## src/pll_post_counter.sv

```systemverilog
`default_nettype none

// ****************************************************************
// shared constants and carriers
// ****************************************************************
package pll_scan_pkg;

  // one post-scale, feedback or pre-scale counter slot, first bit shifted at bit 0
  typedef struct packed {
    logic       odd;     // odd-divide duty select
    logic       bypass;  // divide by one
    logic [7:0] high;    // high-time count
    logic [7:0] low;     // low-time count
  } counter_cfg_t;

  // charge pump, vco divider and loop filter slot
  typedef struct packed {
    logic [6:0] spare;
    logic [4:0] resistor;   // loop filter resistor code
    logic [1:0] capacitor;  // loop filter capacitor code
    logic       k;          // vco post-scale divider
    logic [2:0] pump;       // charge pump current code
  } loop_cfg_t;

  // raw pins from the core side
  typedef struct packed {
    logic scanClk;
    logic enable;
    logic serialIn;
    logic loadPulse;
    logic vcoClk;
  } scan_pins_t;

  localparam int           CNT_BITS        = 18;
  localparam int           LOOP_BITS       = 18;
  localparam int           NUM_POST_DEF    = 7;
  localparam int           AXI_ADDR_W      = 8;
  localparam logic [7:0]   OFS_STATUS      = 8'h00;
  localparam logic [7:0]   OFS_CTRL        = 8'h04;
  localparam logic [7:0]   OFS_LOOP        = 8'h08;
  localparam logic [7:0]   OFS_MCNT        = 8'h0c;
  localparam logic [7:0]   OFS_NCNT        = 8'h10;
  localparam logic [1:0]   CNT_WINDOW      = 2'h2;   // address bits [7:6] of 0x80..0xbc
  localparam int           CTRL_UPD_EN_BIT = 0;
  localparam logic         CTRL_UPD_EN_RST = 1'h1;
  localparam int           STATUS_DONE_BIT = 0;
  localparam int           STATUS_PEND_LSB = 8;
  localparam logic [1:0]   RESP_OKAY       = 2'h0;
  localparam logic [1:0]   RESP_SLVERR     = 2'h2;
  localparam counter_cfg_t COUNTER_RESET   = counter_cfg_t'(18'h10000);
  localparam loop_cfg_t    LOOP_RESET      = loop_cfg_t'(18'h00000);
  localparam logic [8:0]   COUNT_ZERO_AS   = 9'h100;  // a count of zero means 256

endpackage : pll_scan_pkg

// ****************************************************************
// one post-scale output counter, half-cycle resolution
// ****************************************************************
module pll_post_counter
  import pll_scan_pkg::*;
(
  input  wire logic         sys_clk,
  input  wire logic         resetn,
  input  wire logic         vcoRise,
  input  wire logic         vcoFall,
  input  wire logic         vcoLevel,
  input  wire logic         loadReq,
  input  wire counter_cfg_t pending,
  output var  counter_cfg_t active,
  output logic              clkOut,
  output logic              loaded
);

  logic       running;
  logic       phaseHigh;
  logic [9:0] cnt;

  // half-cycle lengths of each phase
  wire logic [8:0] hiCnt    = (active.high == 8'h00) ? COUNT_ZERO_AS : {1'b0, active.high};
  wire logic [8:0] loCnt    = (active.low == 8'h00) ? COUNT_ZERO_AS : {1'b0, active.low};
  wire logic [9:0] hiHalf   = {hiCnt, 1'b0} - {9'h000, active.odd};
  wire logic [9:0] loHalf   = {loCnt, 1'b0} + {9'h000, active.odd};
  wire logic       vcoEdge  = vcoRise | vcoFall;
  wire logic       lastHigh = phaseHigh && (cnt == hiHalf - 10'h001);
  wire logic       lastLow  = !phaseHigh && (cnt == loHalf - 10'h001);
  // period boundary: next rising vco edge that starts a high phase
  wire logic       boundary = (active.bypass || !running) ? vcoRise : (vcoEdge && lastLow);
  wire logic       take     = loadReq && boundary;

  // bypass passes the vco through, else the divided phase
  assign clkOut = active.bypass ? vcoLevel : phaseHigh;

  // settings load and half-cycle counting
  always_ff @(posedge sys_clk) begin
    if (!resetn) begin
      active    <= COUNTER_RESET;
      running   <= 1'b0;
      phaseHigh <= 1'b0;
      cnt       <= 10'h000;
      loaded    <= 1'b0;
    end else begin
      loaded <= take;
      if (take) begin
        active <= pending;
      end
      if (boundary) begin
        running   <= 1'b1;
        phaseHigh <= 1'b1;
        cnt       <= 10'h000;
      end else if (vcoEdge && running) begin
        if (lastHigh) begin
          phaseHigh <= 1'b0;
          cnt       <= 10'h000;
        end else begin
          cnt <= cnt + 10'h001;
        end
      end
    end
  end
endmodule : pll_post_counter

`default_nettype wire

```

## src/pll_scan_chain_reconfig.sv

```systemverilog
// The address map and the AXI4-Lite slave port were left to the implementer.
`default_nettype none

// Overview of operation
// - every post-scale counter divide and duty can change at run time via the chain
// - each post-scale counter holds an 8-bit high count and 8-bit low count
// - duty equals high or low time over period; period is high plus low
// - each counter also carries a bypass bit and an odd-divide bit
// - bypass set passes vco straight through; else divide by high plus low
// - odd bit clear makes the output fall on a vco rising edge
// - odd bit set gives 50% duty on odd divides, falling on vco falling edge
// - odd bit set: high time minus half cycle, low time plus half cycle
// - seven-counter chain is 180 bits; each counter slot is 18 bits
// - order is top C down to C0, M, N, pump, vco divider, filter, spare
// - first bit shifted is the low-count lsb of the top counter
// - last bit shifted is the msb of the spare field in the loop slot
// - ten-counter variant is 234 bits, starting at C9
// - seven-counter variants use 180 bits starting at C6
// - pump and filter codes change at run time; pump code 0, 1, 3 or 7
// - done output high while reconfiguring, falls when counters hold new settings
// - each counter takes new settings on its own period boundary

module pll_scan_chain_reconfig
  import pll_scan_pkg::*;
#(
  parameter int NUM_POST = NUM_POST_DEF  // 7 or 10 post-scale counters
) (
  input  wire logic                  sys_clk,
  input  wire logic                  resetn,
  input  wire logic                  scanClk,
  input  wire logic                  scan_clock_enable,
  input  wire logic                  scan_serial_in,
  input  wire logic                  config_load_pulse,
  input  wire logic                  vcoClk,
  output logic                       reconfig_done,
  output logic [NUM_POST-1:0]        clkOut,
  output var  counter_cfg_t          mCounter,
  output var  counter_cfg_t          nCounter,
  output logic [2:0]                 pump_current_code,
  output logic                       vcoPostDiv,
  output logic [1:0]                 filter_capacitor_code,
  output logic [4:0]                 filter_resistor_code,
  input  wire logic [AXI_ADDR_W-1:0] awaddr,
  input  wire logic                  awvalid,
  output logic                       awready,
  input  wire logic [31:0]           wdata,
  input  wire logic [3:0]            wstrb,
  input  wire logic                  wvalid,
  output logic                       wready,
  output logic [1:0]                 bresp,
  output logic                       bvalid,
  input  wire logic                  bready,
  input  wire logic [AXI_ADDR_W-1:0] araddr,
  input  wire logic                  arvalid,
  output logic                       arready,
  output logic [31:0]                rdata,
  output logic [1:0]                 rresp,
  output logic                       rvalid,
  input  wire logic                  rready
);

  // 180 bits for seven counters, 234 for ten
  localparam int LEN = (NUM_POST + 2) * CNT_BITS + LOOP_BITS;

  // ****************************************************************
  // pin synchronisers and edge detection
  // ****************************************************************
  scan_pins_t syncA;
  scan_pins_t syncB;
  logic       scanPrev;
  logic       vcoPrev;
  logic       loadPrev;

  wire scan_pins_t pinsIn = '{scanClk: scanClk, enable: scan_clock_enable,
                              serialIn: scan_serial_in, loadPulse: config_load_pulse,
                              vcoClk: vcoClk};

  // two flops on every pin, then previous copies for edges
  always_ff @(posedge sys_clk) begin
    if (!resetn) begin
      syncA    <= scan_pins_t'(5'h00);
      syncB    <= scan_pins_t'(5'h00);
      scanPrev <= 1'b0;
      vcoPrev  <= 1'b0;
    end else begin
      syncA    <= pinsIn;
      syncB    <= syncA;
      scanPrev <= syncB.scanClk;
      vcoPrev  <= syncB.vcoClk;
    end
  end

  wire logic scanRise = syncB.scanClk && !scanPrev;
  wire logic vcoRise  = syncB.vcoClk && !vcoPrev;
  wire logic vcoFall  = !syncB.vcoClk && vcoPrev;
  wire logic shiftEn  = scanRise && syncB.enable;

  // ****************************************************************
  // scan chain
  // ****************************************************************
  logic [LEN-1:0] chain;

  // first bit shifted ends at bit 0, last at bit LEN-1
  always_ff @(posedge sys_clk) begin
    if (!resetn) begin
      chain <= '0;
    end else if (shiftEn) begin
      chain <= {syncB.serialIn, chain[LEN-1:1]};
    end
  end

  // ****************************************************************
  // update capture and completion tracking
  // ****************************************************************
  logic                ctrlUpdEn;
  logic [NUM_POST-1:0] pendMask;
  logic [NUM_POST-1:0] loadedVec;
  counter_cfg_t        newCfg [NUM_POST];
  counter_cfg_t        activeCfg [NUM_POST];
  loop_cfg_t           loopCfg;

  // one update per load pulse, sampled on scan clock rises
  wire logic accept = scanRise && syncB.loadPulse && !loadPrev && ctrlUpdEn;
  wire loop_cfg_t    chainLoop = loop_cfg_t'(chain[LEN-1 -: LOOP_BITS]);
  wire counter_cfg_t chainM    = counter_cfg_t'(chain[NUM_POST*CNT_BITS +: CNT_BITS]);
  wire counter_cfg_t chainN    = counter_cfg_t'(chain[(NUM_POST+1)*CNT_BITS +: CNT_BITS]);
  // set on accept wins over counter acknowledgements
  wire logic [NUM_POST-1:0] next_pendMask = accept ? {NUM_POST{1'b1}} : (pendMask & ~loadedVec);

  // load pulse edge, pending counters and done flag
  always_ff @(posedge sys_clk) begin
    if (!resetn) begin
      loadPrev      <= 1'b0;
      pendMask      <= '0;
      reconfig_done <= 1'b0;
    end else begin
      if (scanRise) begin
        loadPrev <= syncB.loadPulse;
      end
      pendMask      <= next_pendMask;
      reconfig_done <= |next_pendMask;
    end
  end

  // staged settings for counters, immediate ones for m, n and loop
  always_ff @(posedge sys_clk) begin
    if (!resetn) begin
      mCounter <= COUNTER_RESET;
      nCounter <= COUNTER_RESET;
      loopCfg  <= LOOP_RESET;
      for (int i = 0; i < NUM_POST; i++) begin
        newCfg[i] <= COUNTER_RESET;
      end
    end else if (accept) begin
      mCounter <= chainM;
      nCounter <= chainN;
      loopCfg  <= chainLoop;
      for (int i = 0; i < NUM_POST; i++) begin
        newCfg[i] <= counter_cfg_t'(chain[(NUM_POST-1-i)*CNT_BITS +: CNT_BITS]);
      end
    end
  end

  assign pump_current_code     = loopCfg.pump;
  assign vcoPostDiv            = loopCfg.k;
  assign filter_capacitor_code = loopCfg.capacitor;
  assign filter_resistor_code  = loopCfg.resistor;

  // ****************************************************************
  // post-scale counters
  // ****************************************************************
  generate
    for (genvar i = 0; i < NUM_POST; i++) begin : g_cnt
      pll_post_counter u_cnt (
        .sys_clk  (sys_clk),
        .resetn   (resetn),
        .vcoRise  (vcoRise),
        .vcoFall  (vcoFall),
        .vcoLevel (vcoPrev),
        .loadReq  (pendMask[i]),
        .pending  (newCfg[i]),
        .active   (activeCfg[i]),
        .clkOut   (clkOut[i]),
        .loaded   (loadedVec[i])
      );
    end
  endgenerate

  // ****************************************************************
  // axi4-lite register slave
  // ****************************************************************
  logic                  awHeld;
  logic                  wHeld;
  logic [AXI_ADDR_W-1:0] wrAddr;
  logic [31:0]           wrData;
  logic [3:0]            wrStrb;
  logic [31:0]           cntWord [16];

  // read-back words per counter, spare slots zero
  generate
    for (genvar j = 0; j < 16; j++) begin : g_rd
      if (j < NUM_POST) begin : g_used
        assign cntWord[j] = {14'h0000, activeCfg[j]};
      end else begin : g_free
        assign cntWord[j] = 32'h0000_0000;
      end
    end
  endgenerate

  assign awready = !awHeld && !bvalid;
  assign wready  = !wHeld && !bvalid;
  assign arready = !rvalid;

  wire logic awFire  = awvalid && awready;
  wire logic wFire   = wvalid && wready;
  wire logic arFire  = arvalid && arready;
  wire logic doWrite = awHeld && wHeld && !bvalid;
  wire logic wrCtrl  = doWrite && (wrAddr == OFS_CTRL) && wrStrb[0];
  wire logic wrCnt   = (wrAddr[7:6] == CNT_WINDOW) && (wrAddr[1:0] == 2'h0)
                       && (32'(wrAddr[5:2]) < NUM_POST);
  wire logic wrMap   = (wrAddr == OFS_STATUS) || (wrAddr == OFS_CTRL) || (wrAddr == OFS_LOOP)
                       || (wrAddr == OFS_MCNT) || (wrAddr == OFS_NCNT) || wrCnt;
  wire logic rdCnt   = (araddr[7:6] == CNT_WINDOW) && (araddr[1:0] == 2'h0)
                       && (32'(araddr[5:2]) < NUM_POST);
  wire logic [31:0] statusWord = (32'(pendMask) << STATUS_PEND_LSB)
                                 | (32'(reconfig_done) << STATUS_DONE_BIT);
  wire logic [31:0] ctrlWord   = 32'(ctrlUpdEn) << CTRL_UPD_EN_BIT;
  wire logic rdMap   = (araddr == OFS_STATUS) || (araddr == OFS_CTRL) || (araddr == OFS_LOOP)
                       || (araddr == OFS_MCNT) || (araddr == OFS_NCNT) || rdCnt;
  wire logic [31:0] rdMux = (araddr == OFS_STATUS) ? statusWord :
                            (araddr == OFS_CTRL)   ? ctrlWord :
                            (araddr == OFS_LOOP)   ? {14'h0000, loopCfg} :
                            (araddr == OFS_MCNT)   ? {14'h0000, mCounter} :
                            (araddr == OFS_NCNT)   ? {14'h0000, nCounter} :
                            rdCnt                  ? cntWord[araddr[5:2]] : 32'h0000_0000;

  // write channel: address and data in either order, then response
  always_ff @(posedge sys_clk) begin
    if (!resetn) begin
      awHeld <= 1'b0;
      wHeld  <= 1'b0;
      wrAddr <= '0;
      wrData <= 32'h0000_0000;
      wrStrb <= 4'h0;
      bvalid <= 1'b0;
      bresp  <= RESP_OKAY;
    end else begin
      if (awFire) begin
        awHeld <= 1'b1;
        wrAddr <= awaddr;
      end
      if (wFire) begin
        wHeld  <= 1'b1;
        wrData <= wdata;
        wrStrb <= wstrb;
      end
      if (doWrite) begin
        awHeld <= 1'b0;
        wHeld  <= 1'b0;
        bvalid <= 1'b1;
        bresp  <= wrMap ? RESP_OKAY : RESP_SLVERR;
      end else if (bvalid && bready) begin
        bvalid <= 1'b0;
      end
    end
  end

  // control register: update enable gate
  always_ff @(posedge sys_clk) begin
    if (!resetn) begin
      ctrlUpdEn <= CTRL_UPD_EN_RST;
    end else if (wrCtrl) begin
      ctrlUpdEn <= wrData[CTRL_UPD_EN_BIT];
    end
  end

  // read channel: data registered one cycle after address
  always_ff @(posedge sys_clk) begin
    if (!resetn) begin
      rvalid <= 1'b0;
      rdata  <= 32'h0000_0000;
      rresp  <= RESP_OKAY;
    end else if (arFire) begin
      rvalid <= 1'b1;
      rdata  <= rdMux;
      rresp  <= rdMap ? RESP_OKAY : RESP_SLVERR;
    end else if (rvalid && rready) begin
      rvalid <= 1'b0;
    end
  end
endmodule : pll_scan_chain_reconfig

`default_nettype wire

```

## config.mk

```make
export PLATFORM = sky130hd
export DESIGN_NAME = pll_scan_chain_reconfig
export DESIGN_NICKNAME = d
export VERILOG_FILES = /design/src/pll_post_counter.sv /design/src/pll_scan_chain_reconfig.sv
export SDC_FILE = /design/constraint.sdc
export NUM_CORES = 1
export LEC_CHECK = 0
export BUFFER_PORTS_ARGS = -buffer_cell sky130_fd_sc_hd__buf_2
export CORE_MARGIN = 1.5
export CORE_UTILIZATION = 45
export CTS_CLUSTER_SIZE = 16
export DETAILED_ROUTE_END_ITERATION = 12
export PLACE_DENSITY_LB_ADDON = 0.25
export SYNTH_ARGS = -nofsm -noshare
export SYNTH_HDL_FRONTEND = slang
export SYNTH_SLANG_ARGS = --single-unit
```

## constraint.sdc

```tcl
create_clock -name sys_clk -period 9.75 [get_ports sys_clk]
set_input_delay 1.95 -clock sys_clk [delete_from_list [all_inputs] [get_ports sys_clk]]
set_output_delay 1.95 -clock sys_clk [all_outputs]
set_load 0.01 [all_outputs]
```

==> reports/results.ini <==
[placement]
dp_hpwl_mm=50.1
gp_congestion=0.885
port_buffers=109

[clock_network]
cts_tree=built
cts_hold_buf=0
clkSinkCount=633
clockRootBuffer=clkbuf_16
cts_buffers=68
h-tree-depth=3
clk-insertion-delay-late_ns=0.62
cts_setup_buffers=0
clkTransAtPathRegs_ns=0.06
cts-resized-gates=0
cts_max_path_buffers=3

[die]
fp.dieW_um=259
initial_core_util=0.456
row_count=93
die_h_um=259
io_pins=160
coreArea_mm2=0.0645
dieArea_mm2=0.0668

[critical_path]
cp_data_required_time_ns=10.26
critPathKind=in -> reg
cp.arrival_ns=5.26
crit_fanout=33
crit_slowest_cell=nor2b_1
crit_chain=buf_2, buf_4, nor2b_1, nand2_1, o21ai_0, mux2i_1, o32ai_1, a22oi_1, o41ai_1
crit_path_start_kind=input port
slowest_delay_ns=0.89
endpoint_kind=flop

[grt]
grt_pass1_wl_mm=120
grt_usage=0.225
grt_max_degree=166
antenna_found_initial=0
overflow=0
grt_pass1_vias=21108

[power_and_ir_drop]
swShare=0.225
power_density_mw_per_mm2=169
p_int_w=0.00422
peakVddDrop_mv=0.164
p_seq_frac=0.499
p_leak_nw=12.3
power_frac_clock=0.470
switching_power_w=0.00123
power.share.combinational=0.031

[detailed_routing]
m1WireLength_mm=35.3
wl_met3_mm=5.13
drc=0
drtIter0Drc=1768
viasPerCell=5.53
final_antenna_net_count=0
dr.max_layer_used=met4
routed_wl_mm=76.0
num_vias=23320
wl_per_cell_um=18.0
dr_wl_met2_mm=33.5
drtPass1Iterations=6

[synthesis]
yosys_warnings=0
ys_ff_latch=633
synth_cell_types=96
synth_ff_type=dfxtp_1
syn_inst=3377
avgSynthCellArea_um2=8.70
synth-async-reset-ratio=0
synth-edff-count=126
yosysSeqAreaShare=0.474
syn_area_mm2=0.0294

[flow_run]
max_cap_violations=0

[sta]
skew_ns=0.0283
grt_setup_unrepaired=no
final.period_utilization=0.487
fin_crit_ns=4.74
tns_ns=0
max_freq_ghz=0.211
slew_viol_final=0
worst_pin_slew_ns=1.18
slew_headroom=0.216
setup_violations=0
finalHoldViolations=0

[cells_and_area]
post-route-util=0.499
n_antenna_cell=0
drive_above_1_share=0.0902
final_nets=3400
area_growth_pct=9.61

[status]
status=complete, no violations

[worst_hold_path]
hold_class=reg -> reg

==> critical path: cells and delay by family <==
kind | cells | cell delay (ns)
mux | 1 | 0.25
buf+inv | 2 | 1.14
compound gates | 4 | 0.84
simple gates | 2 | 1.04
==> flip-flops by register name, indices dropped and copies added, names as in the netlist, 2 cells and up <==
name,cells
chain,180
filter_capacitor_code,2
filter_resistor_code,5
g_cnt.u_cnt.active,126
g_cnt.u_cnt.cnt,70
g_cnt.u_cnt.loaded,7
g_cnt.u_cnt.phaseHigh,7
g_cnt.u_cnt.running,7
loopCfg,7
mCounter,18
nCounter,18
newCfg,126
pendMask,7
pump_current_code,3
rdata,18
syncA,5
syncB,5
wrAddr,8
==> cells in the final DEF, fill, tap and decap left out, types with 29 or more instances in the layout <==
cell and n:
nand2_1 655, dfxtp_1 507, a21oi_1 268, nor2_1 250, nand3_1 144, o21ai_0 143
edfxtp_1 126, and3_1 116, buf_2 108, xor2_1 101, mux2i_1 99, xnor2_1 94
clkbuf_16 68, inv_1 63, nor3_1 55, nand4_1 37, and2_1 35, ha_1 29
==> metrics by stage <==
stage | instances | hold slack (ns) | worst slack (ns) | instance area [µm²] | power [W]
after global placement | 4092 | 0.417 | 4.55 | 30000 | 0.00294
after floorplan | 3392 | 0.412 | 3.79 | 29400 | 0.00290
after detailed placement | 4092 | 0.420 | 4.49 | 30000 | 0.00295
after global routing | 4214 | 0.455 | 4.76 | 32200 | 0.00563
final | 4214 | 0.439 | 5.01 | 32200 | 0.00545
after CTS | 4214 | 0.441 | 5.13 | 32200 | 0.00550
==> power by group through the flow <==
| stage | clock network [W] | registers (W) | logic [W] |
|---|---|---|---|
| global route | 0.00272 | 0.00272 | 0.000186 |
| CTS | 0.00261 | 0.00272 | 0.000170 |
| floorplan | 0 | 0.00277 | 0.000127 |
| detailed placement | 0 | 0.00278 | 0.000170 |
| finish | 0.00256 | 0.00272 | 0.000169 |
| global placement | 0 | 0.00278 | 0.000168 |
==> synthesized netlist by cell type, types with 12 or more instances <==
library cell / count / share of area
nor3b_1: 13 / 0.0033
o21ai_0: 143 / 0.024
a21oi_1: 268 / 0.046
nand3_1: 144 / 0.025
a31oi_1: 22 / 0.0047
xor2_1: 101 / 0.030
xnor2_1: 94 / 0.028
nand3b_1: 12 / 0.0031
nand4_1: 37 / 0.0079
a221oi_1: 13 / 0.0039
nor3_1: 56 / 0.0095
mux2i_1: 99 / 0.034
nor4_1: 26 / 0.0055
buf_2: 15 / 0.0026
clkbuf_1: 215 / 0.027
mux4_2: 17 / 0.013
and3_1: 116 / 0.025
buf_4: 37 / 0.0095
o31ai_1: 23 / 0.0059
nor2_1: 250 / 0.032
nor2b_1: 19 / 0.0040
inv_1: 63 / 0.0081
ha_1: 29 / 0.012
or3_1: 13 / 0.0028
nand2_1: 657 / 0.084
and2_1: 36 / 0.0077
edfxtp_1: 126 / 0.13
nand2b_1: 19 / 0.0040
dfxtp_1: 507 / 0.35
==> final timing paths <==
kind | start | endpoint | slack [ns] | cells after the start
max | araddr[2] | rdata[0] | 5.01 | 9
min | syncA[1] | syncB[1] | 0.44 | 1
max reg2reg | vcoPrev | g_cnt[3].u_cnt.active[3] | 5.77 | 10
min reg2reg | syncA[1] | syncB[1] | 0.44 | 1
==> layer usage <==
| layer | up-vias | track usage |
|---|---|---|
| met5 | - | 0 |
| met4 | 0 | 0.0806 |
| met3 | 105 | 0.0386 |
| met2 | 635 | 0.341 |
| met1 | 11105 | 0.321 |
| li1 | 11475 | - |
==> final cells by class <==
| type | instances | area, µm² |
|---|---|---|
| Clock buffer | 99 | 1950 |
| Clock inverter | 23 | 267 |
| Fill cell | 6160 | 32300 |
| Inverter | 64 | 248 |
| Multi-Input combinational cell | 2411 | 14000 |
| Sequential cell | 633 | 13900 |
| Tap cell | 855 | 1070 |
| Timing Repair Buffer | 129 | 718 |
==> cell families (layout without fill, tap and decap cells) <==
kind of cell               count (synthesis)  count (layout)  share of synthesized area
other                                      1              16                   0.000128
and+or+nand+nor                         1447            1447                      0.228
adders and majority gates                 29              29                     0.0124
muxes                                    125             125                     0.0507
AOI/OAI and AO/OA                        598             598                      0.124
xor gates and xnor gates                 196             196                     0.0589
buffers and inverters                    348             315                     0.0517
DFF                                      633             633                      0.474
Power figures use the tool's default switching activity.
